===== src/hw/rpc_pkg.sv =====
// Contract
// Four pacing-disable bits in the control register each turn pacing off for one port and reset to one.
// Control bits 16 to 19 disable read spreading per port when one and reset to zero.
// Spreading is active for a port only while pacing is enabled for that port.
// Software must never enable source queuing and read pacing together.
// Threshold one bits 12:0 hold the sixteen-lane limit in doublewords, default 800h.
// Threshold one bits 28:16 hold the eight-lane limit in doublewords, default 600h.
// Threshold two bits 12:0 hold the four-lane limit in doublewords, default 400h.
// Each port keeps an outstanding-read counter that counts up per read while not being reset.
// Writing one to threshold two bits 16 to 19 clears that port's counter, and the bits read zero.
// After a requester or completer error without system reset software clears the counter.
// The 4-bit response time field gives off for 0, codes 1 to 9 pick 5 ms to 2 s, default 1.
// The pacing registers live in port 3 if upstream, else port 1 if upstream, else NT, else 0.
// The captured bus number in bits 7:0 resets to 00h and is writable only with override set.
// The captured device number in bits 12:8 is writable on upstream only, read-only downstream.
// Override bit 31 resets to zero and when set allows bus and device numbers to be written.
// Software should leave the captured numbers at their defaults.
// With pacing on, reads hold while the counter is at or above the width threshold.
package rpc_pkg;
  localparam int PORTS = 4;
  localparam logic [11:0] OFF_CTRL = 12'h01d0;
  localparam logic [11:0] OFF_THR1 = 12'h01d4;
  localparam logic [11:0] OFF_THR2 = 12'h01d8;
  localparam logic [11:0] OFF_CAP = 12'h01dc;
  localparam int PACE_DIS_LSB = 0;
  localparam int SPREAD_DIS_LSB = 16;
  localparam int CNT_CLR_LSB = 16;
  localparam int RSP_LSB = 24;
  localparam int THR_HI_LSB = 16;
  localparam int DEV_LSB = 8;
  localparam int OVR_BIT = 31;
  localparam logic [3:0] PACE_DIS_RST = 4'hf;
  localparam logic [3:0] SPREAD_DIS_RST = 4'h0;
  localparam logic [12:0] THR_X16_RST = 13'h0800;
  localparam logic [12:0] THR_X8_RST = 13'h0600;
  localparam logic [12:0] THR_X4_RST = 13'h0400;
  localparam logic [3:0] RSP_RST = 4'h1;
  localparam logic [7:0] BUS_RST = 8'h00;
  localparam logic [4:0] DEV_RST = 5'h00;
  localparam logic [2:0] HOME_NT = 3'h4;
  // Link width codes per port
  localparam logic [1:0] WID_X4 = 2'h0;
  localparam logic [1:0] WID_X8 = 2'h1;
  localparam logic [1:0] WID_X16 = 2'h2;
endpackage : rpc_pkg


===== src/hw/rpc_regs.sv =====
`timescale 1ns/1ps
module rpc_regs #(
  parameter int CNT_W = 14
) (
  input wire logic core_clk,
  input wire logic rst_n,
  input wire logic regWrEn,
  input wire logic regWrFromEe,
  input wire logic regRdEn,
  input wire logic [11:0] regAddr,
  input wire logic [31:0] regWrData,
  input wire logic [3:0] portUpstreamPin,
  input wire logic port0LegacyNtPin,
  input wire logic selfUpstreamPin,
  input wire logic capLoad,
  input wire logic [7:0] capBus,
  input wire logic [4:0] capDev,
  input wire logic [3:0] rdIssue,
  input wire logic [3:0] cplReturn,
  input wire logic [7:0] linkWidth,
  output logic [31:0] regRdData,
  output logic regRdValid,
  output logic [3:0] rdHold,
  output logic [3:0] spreadEn,
  output logic [2:0] pacingHome,
  output logic rspTimeoutEn,
  output logic [10:0] rspLimitMs
);
  logic [1:0] rstSync_r;
  logic rstSync_n;
  logic [5:0] pinS1_r, pinS2_r;
  logic [3:0] upSync;
  logic ntSync, selfUpSync;
  logic [3:0] paceDis_r, paceDis_nxt, sprDis_r, sprDis_nxt;
  logic [12:0] thr16_r, thr16_nxt, thr8_r, thr8_nxt, thr4_r, thr4_nxt;
  logic [3:0] rsp_r, rsp_nxt, cntClr;
  logic [7:0] bus_r, bus_nxt;
  logic [4:0] dev_r, dev_nxt;
  logic ovr_r, ovr_nxt;
  logic [CNT_W-1:0] cnt_r [rpc_pkg::PORTS], cnt_nxt [rpc_pkg::PORTS];
  logic [3:0] hold_nxt, spr_nxt;
  logic [2:0] home_nxt;
  logic [31:0] rd_nxt;
  logic rspEn_nxt;
  logic [10:0] rspMs_nxt;

  function automatic logic [10:0] rspMs(input logic [3:0] code);
    case (code)
      4'h1: rspMs = 11'd5;
      4'h2: rspMs = 11'd10;
      4'h3: rspMs = 11'd15;
      4'h4: rspMs = 11'd100;
      4'h5: rspMs = 11'd200;
      4'h6: rspMs = 11'd300;
      4'h7: rspMs = 11'd500;
      4'h8: rspMs = 11'd1000;
      4'h9: rspMs = 11'd2000;
      default: rspMs = 11'd0;
    endcase
  endfunction : rspMs

  function automatic logic [12:0] thrFor(input logic [1:0] w, input logic [12:0] t16,
                                         input logic [12:0] t8, input logic [12:0] t4);
    case (w)
      rpc_pkg::WID_X16: thrFor = t16;
      rpc_pkg::WID_X8: thrFor = t8;
      default: thrFor = t4;
    endcase
  endfunction : thrFor

  // Reset release through two flops; assertion stays asynchronous
  always_ff @(posedge core_clk or negedge rst_n) begin
    if (!rst_n) begin
      rstSync_r <= 2'b00;
    end else begin
      rstSync_r <= {rstSync_r[0], 1'b1};
    end
  end
  assign rstSync_n = rstSync_r[1];

  // Straps are pins, so they are synchronised before use
  always_ff @(posedge core_clk or negedge rstSync_n) begin
    if (!rstSync_n) begin
      pinS1_r <= 6'h00;
      pinS2_r <= 6'h00;
    end else begin
      pinS1_r <= {selfUpstreamPin, port0LegacyNtPin, portUpstreamPin};
      pinS2_r <= pinS1_r;
    end
  end
  assign upSync = pinS2_r[3:0];
  assign ntSync = pinS2_r[4];
  assign selfUpSync = pinS2_r[5];

  // Register file next state
  always_comb begin
    paceDis_nxt = paceDis_r;
    sprDis_nxt = sprDis_r;
    thr16_nxt = thr16_r;
    thr8_nxt = thr8_r;
    thr4_nxt = thr4_r;
    rsp_nxt = rsp_r;
    bus_nxt = bus_r;
    dev_nxt = dev_r;
    ovr_nxt = ovr_r;
    cntClr = 4'h0;
    if (capLoad) begin
      bus_nxt = capBus;
      dev_nxt = capDev;
    end
    if (regWrEn) begin
      case (regAddr)
        rpc_pkg::OFF_CTRL: begin
          paceDis_nxt = regWrData[rpc_pkg::PACE_DIS_LSB +: 4];
          sprDis_nxt = regWrData[rpc_pkg::SPREAD_DIS_LSB +: 4];
        end
        rpc_pkg::OFF_THR1: begin
          thr16_nxt = regWrData[12:0];
          thr8_nxt = regWrData[rpc_pkg::THR_HI_LSB +: 13];
        end
        rpc_pkg::OFF_THR2: begin
          thr4_nxt = regWrData[12:0];
          cntClr = regWrData[rpc_pkg::CNT_CLR_LSB +: 4];
          rsp_nxt = regWrData[rpc_pkg::RSP_LSB +: 4];
        end
        rpc_pkg::OFF_CAP: begin
          ovr_nxt = regWrData[rpc_pkg::OVR_BIT];
          // Override must already be set; the same write cannot unlock itself
          if (ovr_r) begin
            bus_nxt = regWrData[7:0];
          end
          if (ovr_r && selfUpSync) begin
            dev_nxt = regWrData[rpc_pkg::DEV_LSB +: 5];
          end
        end
        default: begin
        end
      endcase
    end
  end

  // EEPROM loads cannot reach the device number downstream either: same gate
  wire unusedEe = regWrFromEe;

  // Counters, hold and spread
  always_comb begin
    for (int p = 0; p < rpc_pkg::PORTS; p++) begin
      cnt_nxt[p] = cnt_r[p];
      if (cntClr[p]) begin
        cnt_nxt[p] = '0;
      end else if (rdIssue[p] && !cplReturn[p] && !(&cnt_r[p])) begin
        cnt_nxt[p] = cnt_r[p] + 1'b1;
      end else if (cplReturn[p] && !rdIssue[p] && (|cnt_r[p])) begin
        cnt_nxt[p] = cnt_r[p] - 1'b1;
      end
      hold_nxt[p] = !paceDis_nxt[p] && (cnt_nxt[p] >= CNT_W'(thrFor(linkWidth[2*p +: 2],
                    thr16_nxt, thr8_nxt, thr4_nxt)));
      spr_nxt[p] = !paceDis_nxt[p] && !sprDis_nxt[p];
    end
    if (upSync[3]) begin
      home_nxt = 3'd3;
    end else if (upSync[1]) begin
      home_nxt = 3'd1;
    end else if (ntSync) begin
      home_nxt = rpc_pkg::HOME_NT;
    end else begin
      home_nxt = 3'd0;
    end
    rspEn_nxt = (rspMs(rsp_nxt) != 11'd0);
    rspMs_nxt = rspMs(rsp_nxt);
  end

  // Read mux; unmapped and reserved bits read zero
  always_comb begin
    rd_nxt = 32'h0000_0000;
    case (regAddr)
      rpc_pkg::OFF_CTRL: begin
        rd_nxt[rpc_pkg::PACE_DIS_LSB +: 4] = paceDis_r;
        rd_nxt[rpc_pkg::SPREAD_DIS_LSB +: 4] = sprDis_r;
      end
      rpc_pkg::OFF_THR1: begin
        rd_nxt[12:0] = thr16_r;
        rd_nxt[rpc_pkg::THR_HI_LSB +: 13] = thr8_r;
      end
      rpc_pkg::OFF_THR2: begin
        rd_nxt[12:0] = thr4_r;
        rd_nxt[rpc_pkg::RSP_LSB +: 4] = rsp_r;
      end
      rpc_pkg::OFF_CAP: begin
        rd_nxt[7:0] = bus_r;
        rd_nxt[rpc_pkg::DEV_LSB +: 5] = dev_r;
        rd_nxt[rpc_pkg::OVR_BIT] = ovr_r;
      end
      default: begin
      end
    endcase
  end

  always_ff @(posedge core_clk or negedge rstSync_n) begin
    if (!rstSync_n) begin
      paceDis_r <= rpc_pkg::PACE_DIS_RST;
      sprDis_r <= rpc_pkg::SPREAD_DIS_RST;
      thr16_r <= rpc_pkg::THR_X16_RST;
      thr8_r <= rpc_pkg::THR_X8_RST;
      thr4_r <= rpc_pkg::THR_X4_RST;
      rsp_r <= rpc_pkg::RSP_RST;
      bus_r <= rpc_pkg::BUS_RST;
      dev_r <= rpc_pkg::DEV_RST;
      ovr_r <= 1'b0;
      for (int p = 0; p < rpc_pkg::PORTS; p++) begin
        cnt_r[p] <= '0;
      end
      rdHold <= 4'h0;
      spreadEn <= 4'h0;
      pacingHome <= 3'd0;
      rspTimeoutEn <= 1'b1;
      rspLimitMs <= 11'd5;
      regRdData <= 32'h0000_0000;
      regRdValid <= 1'b0;
    end else begin
      paceDis_r <= paceDis_nxt;
      sprDis_r <= sprDis_nxt;
      thr16_r <= thr16_nxt;
      thr8_r <= thr8_nxt;
      thr4_r <= thr4_nxt;
      rsp_r <= rsp_nxt;
      bus_r <= bus_nxt;
      dev_r <= dev_nxt;
      ovr_r <= ovr_nxt;
      for (int p = 0; p < rpc_pkg::PORTS; p++) begin
        cnt_r[p] <= cnt_nxt[p];
      end
      rdHold <= hold_nxt;
      spreadEn <= spr_nxt;
      pacingHome <= home_nxt;
      rspTimeoutEn <= rspEn_nxt;
      rspLimitMs <= rspMs_nxt;
      regRdData <= rd_nxt;
      regRdValid <= regRdEn;
    end
  end

  chk_spread_gate: assert property (@(posedge core_clk) disable iff (!rstSync_n)
    ##1 (spreadEn & paceDis_r) == 4'h0) else $error("spread active with pacing off");
  chk_pace_off_hold: assert property (@(posedge core_clk) disable iff (!rstSync_n)
    ##1 (rdHold & paceDis_r) == 4'h0) else $error("hold while pacing disabled");
  chk_cnt_clear: assert property (@(posedge core_clk) disable iff (!rstSync_n)
    regWrEn && regAddr == rpc_pkg::OFF_THR2 && regWrData[16] |=> cnt_r[0] == '0)
    else $error("counter not cleared");
  chk_cnt_inc: assert property (@(posedge core_clk) disable iff (!rstSync_n)
    rdIssue[0] && !cplReturn[0] && !cntClr[0] && !(&cnt_r[0])
    |=> cnt_r[0] == $past(cnt_r[0]) + 1'b1) else $error("counter did not count");
  chk_rz_read: assert property (@(posedge core_clk) disable iff (!rstSync_n)
    regRdEn && regAddr == rpc_pkg::OFF_THR2 |=> regRdValid && regRdData[19:16] == 4'h0)
    else $error("reset bits read nonzero");
  chk_bus_lock: assert property (@(posedge core_clk) disable iff (!rstSync_n)
    !ovr_r && !capLoad |=> bus_r == $past(bus_r)) else $error("bus number changed locked");
  chk_dev_ro: assert property (@(posedge core_clk) disable iff (!rstSync_n)
    !selfUpSync && !capLoad |=> dev_r == $past(dev_r)) else $error("downstream dev written");
  chk_home_pick: assert property (@(posedge core_clk) disable iff (!rstSync_n)
    upSync[3] |=> pacingHome == 3'd3) else $error("wrong pacing home");
  chk_rsp_decode: assert property (@(posedge core_clk) disable iff (!rstSync_n)
    rsp_r == 4'h9 |-> rspLimitMs == 11'd2000 && rspTimeoutEn) else $error("bad timeout decode");
  chk_hold_thresh: assert property (@(posedge core_clk) disable iff (!rstSync_n)
    ##1 !paceDis_r[0] && linkWidth[1:0] == rpc_pkg::WID_X4 && $stable(linkWidth)
    && cnt_r[0] >= CNT_W'(thr4_r) |-> rdHold[0]) else $error("hold missed threshold");
endmodule : rpc_regs


===== config.mk =====
export PLATFORM = sky130hd
export DESIGN_NAME = rpc_regs
export DESIGN_NICKNAME = d
export VERILOG_FILES = /design/src/hw/rpc_pkg.sv /design/src/hw/rpc_regs.sv
export SDC_FILE = /design/constraint.sdc
export NUM_CORES = 1
export LEC_CHECK = 0
export ABC_CLOCK_PERIOD_IN_PS = 12800
export CAP_MARGIN = 25
export CORE_MARGIN = 10
export CORE_UTILIZATION = 60
export DETAILED_ROUTE_END_ITERATION = 8
export DONT_BUFFER_PORTS = 1
export GPL_TIMING_DRIVEN = 1
export PLACE_DENSITY_LB_ADDON = 0.05
export SYNTH_ARGS = -nofsm -noshare
export SYNTH_HDL_FRONTEND = slang
export SYNTH_SLANG_ARGS = --single-unit

===== constraint.sdc =====
create_clock -name core_clk -period 12.8 [get_ports core_clk]
set_clock_uncertainty 0.05 [all_clocks]
set_input_delay 1.28 -clock core_clk [delete_from_list [all_inputs] [get_ports core_clk]]
set_output_delay 1.28 -clock core_clk [all_outputs]
set_load 0.02 [all_outputs]

# After elaboration in Yosys (flattened, before gate mapping)

Memories as Yosys holds them, arrays and structs flattened. A register that Yosys moved wholly into a read port is not among the register bits.
Cells that the tools add are included.

Output and inout port bits: 56
Bits in registers: 175
Memory bits (read-only): 352
Logic and storage cells: 152
Input port bits: 85
Memories: 2

Muxes and demuxes: 48
Add/sub/neg operators: 8
Reductions and logical operators: 56
Order comparisons: 4
Eq/ne operators: 12

Memories:

| name             | words | bits a word | read ports | clocked after memory_dff | wr ports | RTL line       | text |
|---|---|---|---|---|---|---|---|
| (name not given) | 16    | 11          | 1          | 0                        | 0        | rpc_regs.sv:48 | `case (code)` |
| (name not given) | 16    | 11          | 1          | 1                        | 0        | rpc_regs.sv:48 |  |

Operator list:

| kind                                                                    | number |
|---|---|
| 14-bit 2-to-1 mux                                                       | 12 |
| 13-bit one-hot mux with 2 select lines                                  | 4 |
| 13-bit 2-to-1 mux                                                       | 6 |
| 14-bit by 1-bit adder with 14-bit output (second input constant)        | 4 |
| 14-bit by 13-bit >= comparator with 1-bit output                        | 4 |
| 14-bit AND reduction                                                    | 4 |
| 14-bit OR reduction                                                     | 4 |
| 14-bit by 1-bit subtractor with 14-bit output (second input constant)   | 4 |
| 12-bit by 9-bit equality test with 1-bit output (second input constant) | 4 |
| 4-bit 2-to-1 mux                                                        | 9 |
| 8-bit 2-to-1 mux                                                        | 4 |
| 9-bit one-hot mux with 3 select lines                                   | 1 |
| 1-bit logical AND                                                       | 25 |
| 1-bit zero test                                                         | 21 |
| 5-bit 2-to-1 mux                                                        | 4 |
| 4-bit one-hot mux with 2 select lines                                   | 2 |
| 4-bit one-hot mux with 4 select lines                                   | 1 |
| 11-bit nonzero test                                                     | 1 |
| 3-bit 2-to-1 mux                                                        | 3 |
| 2-bit by 1-bit equality test with 1-bit output (second input constant)  | 4 |
| 2-bit equality test (second input constant)                             | 4 |
| 1-bit 2-to-1 mux                                                        | 2 |
| 2-bit AND reduction                                                     | 1 |

# Logic depth before layout (Yosys ltp)

Word-level depth: 8
Mapped depth: 15
Depth with buffers taken out: 15

# Worst setup path after synthesis

No wires, ideal clock.

Path type: input to register
Start point: input regAddr[9]
End point: register rdHold[0]
Path buffers: 2
Setup slack: 8476 ps
Setup time: 119 ps
Required time: 12631 ps
Cell stages on the path: 15
Data arrival time: 4155 ps
Path through: and4b_1 > clkbuf_1 > nand4_2 > buf_2 > mux2_4 > a22oi_1 > nor2_1 > a21oi_1 > ha_1 > a21o_1 > a2111oi_0 > o21a_1 > o21ai_0 > a21o_1 > o21ba_1

Cells in the longest elaborated chain, start to end: 6
Elaborated cells between the ends (all ways): 18
Those cells by class: 1 x order compare; 3 x eq/ne; 12 x mux; 2 x reduce/logical

RTL lines:

| what                                             | RTL line        | text |
|---|---|---|
| from (decl)                                      | rpc_regs.sv:10  | `input wire logic [11:0] regAddr,` |
| 12-bit by 9-bit equality test with 1-bit output  | rpc_regs.sv:112 | `case (regAddr)` |
| 13-bit 2-to-1 mux                                | rpc_regs.sv:112 |  |
| 13-bit 2-to-1 mux                                | rpc_regs.sv:111 | `if (regWrEn) begin` |
| net thr8_nxt[4]                                  | rpc_regs.sv:35  | `logic [12:0] thr16_r, thr16_nxt, thr8_r, thr8_nxt, thr4_r, thr4_nxt;` |
| 13-bit one-hot mux with 2 select lines           | rpc_regs.sv:64  | `case (w)` |
| 14-bit by 13-bit >= comparator with 1-bit output | rpc_regs.sv:156 | `hold_nxt[p] = !paceDis_nxt[p] && (cnt_nxt[p] >= CNT_W'(thrFor(linkWidth[2*p +: 2],` |
| 1-bit logical AND                                | rpc_regs.sv:156 |  |
| net hold_nxt[0]                                  | rpc_regs.sv:41  | `logic [3:0] hold_nxt, spr_nxt;` |
| to (signal assigned)                             | rpc_regs.sv:233 | `rdHold <= hold_nxt;` |
| to (decl)                                        | rpc_regs.sv:23  | `output logic [3:0] rdHold,` |

The timed path passes the listed nets, and every way through them passes these cells.
A chain may end at the register's enable or synchronous reset.

# Worst setup path in the final report

Start point: input regAddr[1]
End point: register rdHold[3]

Cells in the longest elaborated chain, start to end: 6
Elaborated cells between the ends (all ways): 18
Those cells by class: 1 x order compare; 3 x eq/ne; 12 x mux; 2 x reduce/logical

RTL lines:

| what                                             | RTL line |
|---|---|
| 12-bit by 9-bit equality test with 1-bit output  | rpc_regs.sv:112 |
| 13-bit 2-to-1 mux                                | rpc_regs.sv:112 |
| 13-bit 2-to-1 mux                                | rpc_regs.sv:111 |
| net thr16_nxt[7]                                 | rpc_regs.sv:35 |
| 13-bit one-hot mux with 2 select lines           | rpc_regs.sv:64 |
| 14-bit by 13-bit >= comparator with 1-bit output | rpc_regs.sv:156 |
| 1-bit logical AND                                | rpc_regs.sv:156 |
| net hold_nxt[3]                                  | rpc_regs.sv:41 |

The timed path passes the listed nets, and every way through them passes these cells.

==> qor.txt <==
Outcome: complete, no violations
Hold Crit Depth: 0
Initial antenna violation count: 0
Data arrival time of the worst path: 4.48 ns
Hold Startpoint: pinS1_r[1]$_DFF_PN0_
VDD IR max: 0.09842 mV
Synth cell types: 85
Total GRT Usage: 23.67%
Cts bufs inserted: 17
FF-to-FF setup slack: 8.94 ns
H-tree depth: 4
#FFs+latches synth: 182
Util after Layout: 64.15%
PD cells: 166.6 mW/mm2
Mapped cell area: 0.01126 mm2
Reg clk slew, reported paths: 0.07 ns
Post-synthesis async set-or-reset flop share: 100.0%
Avg Vias per Cell: 6.364
Net Sw Frac: 37.91%
Relative slew margins: 46.30%
Worst-path maximum fanout: 21
CTS hold repair buffers: 0
CP top delay family: compound AO/OA/AOI/OAI gates
Initial Utilization: 60.59%
Placer Congestion: 0.9727
Final Max Tran Viols: 0
Buf+Inv Stages, Crit Path: 1
Worst R2R Start: cnt_r[0]$_DFF_PN0_
Cell Chain, Critical Path: nor4b_4, nand4_2, buf_12, mux2_2, a22oi_1, nor2_1, a21oi_1, ha_1, a211oi_1, o21bai_1, a21o_1, a221o_1, o21ai_0, a21oi_1
Core area: 0.01858 mm2
Share of total power in combinational logic: 31.5%
Antenna Nets Post-Route: 0
Post-synth EDFFs: 0
Clk pwr share: 26.4%
WS Path Type: input port to register
PortBufs: 0
Finish-stage setup viols: 0
First-iteration detailed-routing DRC count: 685
Final min period: 4.226 ns
Drt pass-1 iters: 5
N_diodes: 0
Final count of hold timing violations: 0
Wire per inst: 21.19 um
GR Overflow Total: 0
P_int: 1.233 mW
FP Rows: 50
Synthesis Warnings: 0
Vias: 8872
Leakage: 5.127 nW
Least-Margin Pin Slew: 0.8054 ns
Clk sinks: 182
Worst Hold Path EP: pinS2_r[1]$_DFF_PN0_
Primary FF master, synth: dfrtp_1
Worst skew pair latency: 0.43 ns
TNS Setup: 0 ns
Num ports: 141
Hold Crit Class: register to register
CTS tree: yes
DP HPWL: 21850 um
Switch Pwr: 0.7527 mW
Vias in the first global route: 8247
Post-Synthesis Cells: 1182
FF-to-FF path depth: 15
Max clock buf depth: 2
RR Endpoint: rdHold[3]$_DFF_PN0_
Die Footprint: 0.02464 mm2
Most Frequent Cell on Critical Path: a21oi_1
Slowest Stage Delay on Critical Path: 0.36 ns
Worst EP required: 13.06 ns
Final net count: 1309
Drt total wl: 29540 um
Fmax: 236.6 MHz
Max-cap viol count: 0
Post-CTS setup buffer count: 0
Die Y: 157.0 um
Number of cells upsized or downsized after cts: 0
Share of cells above drive strength 1: 10.78%
Largest net degree at the start of global routing: 64
CTS Root Cell: clkbuf_16
Avg Inst Size Synth: 9.525 um2
Crit path capture type: register
Die width: 157.0 um
Seq/Total Area, Yosys: 40.59%
RSZ-0062 raised after global routing: no
Crit share post-route: 33.02%
DRC Markers: 0
Register share of total power: 42.1%
Max stage delay cell, worst path: nor4b_4
P&R area growth vs syn: 5.868%
First-pass GRT wire length: 45860 um
Setup crit start kind: input port
[cells in the mapped netlist, drive strengths merged (13+ instances only)]
cell / count / share of area, %
and3: 16 / 0.90
a21oi: 91 / 4.0
buf: 23 / 1.3
mux2: 49 / 5.1
dfrtp: 170 / 38
nor3: 19 / 0.84
xor2: 24 / 1.9
nor2: 147 / 5.0
mux2i: 24 / 2.1
nand4: 23 / 1.3
nand2: 79 / 2.6
xnor2: 22 / 1.7
inv: 33 / 1.1
ha: 77 / 8.6
clkbuf: 41 / 1.4
a22oi: 63 / 4.2
a22o: 13 / 1.0
o21ai: 45 / 2.0
nand3: 29 / 1.3
[placed cells by master, fill, tap and decap left out, types with 7 or more instances in the layout]
master	n
o21ai_0	45
a21oi_1	91
and2_1	12
nand4_1	22
nor2b_1	11
xnor2_1	22
nor2_1	143
a22oi_1	62
clkbuf_16	17
a22o_1	13
a31oi_1	10
nand2b_1	12
a21o_1	7
o22ai_1	11
nor4_1	10
and3_1	15
xor2_1	24
dfstp_2	12
dfrtp_1	169
nor3_1	19
inv_1	32
mux2i_1	24
nand2_1	79
or3_1	11
nand3_1	29
ha_1	77
mux2_2	41
[worst register-to-register path: stages (launching register included)]
cell      delay, ns
dfrtp_1        0.45
inv_1          0.14
ha_1           0.18
or3b_2         0.53
nor4b_4        0.41
or2_2          0.21
o22ai_1        0.08
xnor2_1        0.14
nor2_1         0.08
ha_1           0.33
a211oi_1       0.25
o21bai_1       0.10
a21o_1         0.19
a221o_1        0.34
o21ai_0        0.18
a21oi_1        0.10
[state kept, by name (all words and copies together), names as in the netlist, 5 cells and up]
| name | cells |
|---|---|
| regRdData | 27 |
| dev_r | 5 |
| thr4_r | 13 |
| rspLimitMs | 11 |
| bus_r | 8 |
| thr8_r | 13 |
| thr16_r | 13 |
| cnt_r | 56 |
[per-stage QoR]
stage	cells	setup WS (ns)	hold WS (ns)	total power, mW	instance area [um2]
2_1_floorplan	1186	7.324	0.2812	1.329	11270
3_5_place_dp	1362	8.167	0.2847	1.461	11320
4_1_cts	1394	8.602	0.3009	1.993	11920
6_report	1394	8.574	0.3001	1.985	11920
5_1_grt	1394	8.262	0.3089	2.142	11920
3_3_place_gp	1361	7.520	0.2843	1.447	11300
[worst max-delay path by stage]
| stage | endpoint | slack, ns | depth (start not counted) | start |
|---|---|---|---|---|
| after global placement | rdHold[3]$_DFF_PN0_ | 7.52 | 13 | regAddr[1] |
| after detailed placement | rdHold[0]$_DFF_PN0_ | 8.17 | 13 | regAddr[1] |
| after floorplan | bus_r[0]$_DFF_PN0_ | 7.32 | 0 | rstSync_r[1]$_DFF_PN0_ |
| after global routing | rdHold[0]$_DFF_PN0_ | 8.26 | 14 | regAddr[1] |
| final | rdHold[3]$_DFF_PN0_ | 8.57 | 14 | regAddr[1] |
| after CTS | rdHold[0]$_DFF_PN0_ | 8.60 | 13 | regAddr[1] |
[per-layer routing]
| metal | GRT usage [%] | vias up | part of all wire, % | wire [um] |
|---|---|---|---|---|
| met4 | 7.101 | 0 | 2.3 | 682 |
| met5 | 0 | - | 0 | 0 |
| met2 | 36.54 | 328 | 45 | 13400 |
| met3 | 5.322 | 49 | 8.0 | 2352 |
| li1 | - | 4241 | - | - |
| met1 | 32.52 | 4254 | 44 | 13110 |
[logic make-up (layout without fill, tap and decap cells)]
kind of cell,after synthesis,count (layout),share of synthesized area (%)
adders and majority gates,77,77,8.557
muxes,73,73,7.235
buffers and inverters,97,71,3.812
DFF,182,182,40.59
AOI/OAI and AO/OA,297,297,17.49
and+or+nand+nor,408,408,18.67
xor gates and xnor gates,46,46,3.579
other,2,6,0.06671
[power by group through the flow]
stage / clock, mW / sequential (mW) / combinational, mW
after floorplan: 0 / 0.780 / 0.549
after global placement: 0 / 0.842 / 0.605
after detailed placement: 0 / 0.841 / 0.620
after CTS: 0.534 / 0.833 / 0.627
after global routing: 0.560 / 0.858 / 0.724
final: 0.524 / 0.835 / 0.626
[area by class of cell]
cell class / count / area, um2
well taps: 234 / 292.8
clock inverters: 14 / 165.2
repair buffers: 6 / 57.56
inverters: 33 / 123.9
fillers: 1573 / 6661
clock buffers: 18 / 429.2
flip-flops and latches: 182 / 4573
multi-input cells: 907 / 6277
Note: power is estimated with default switching activity, not from simulation.
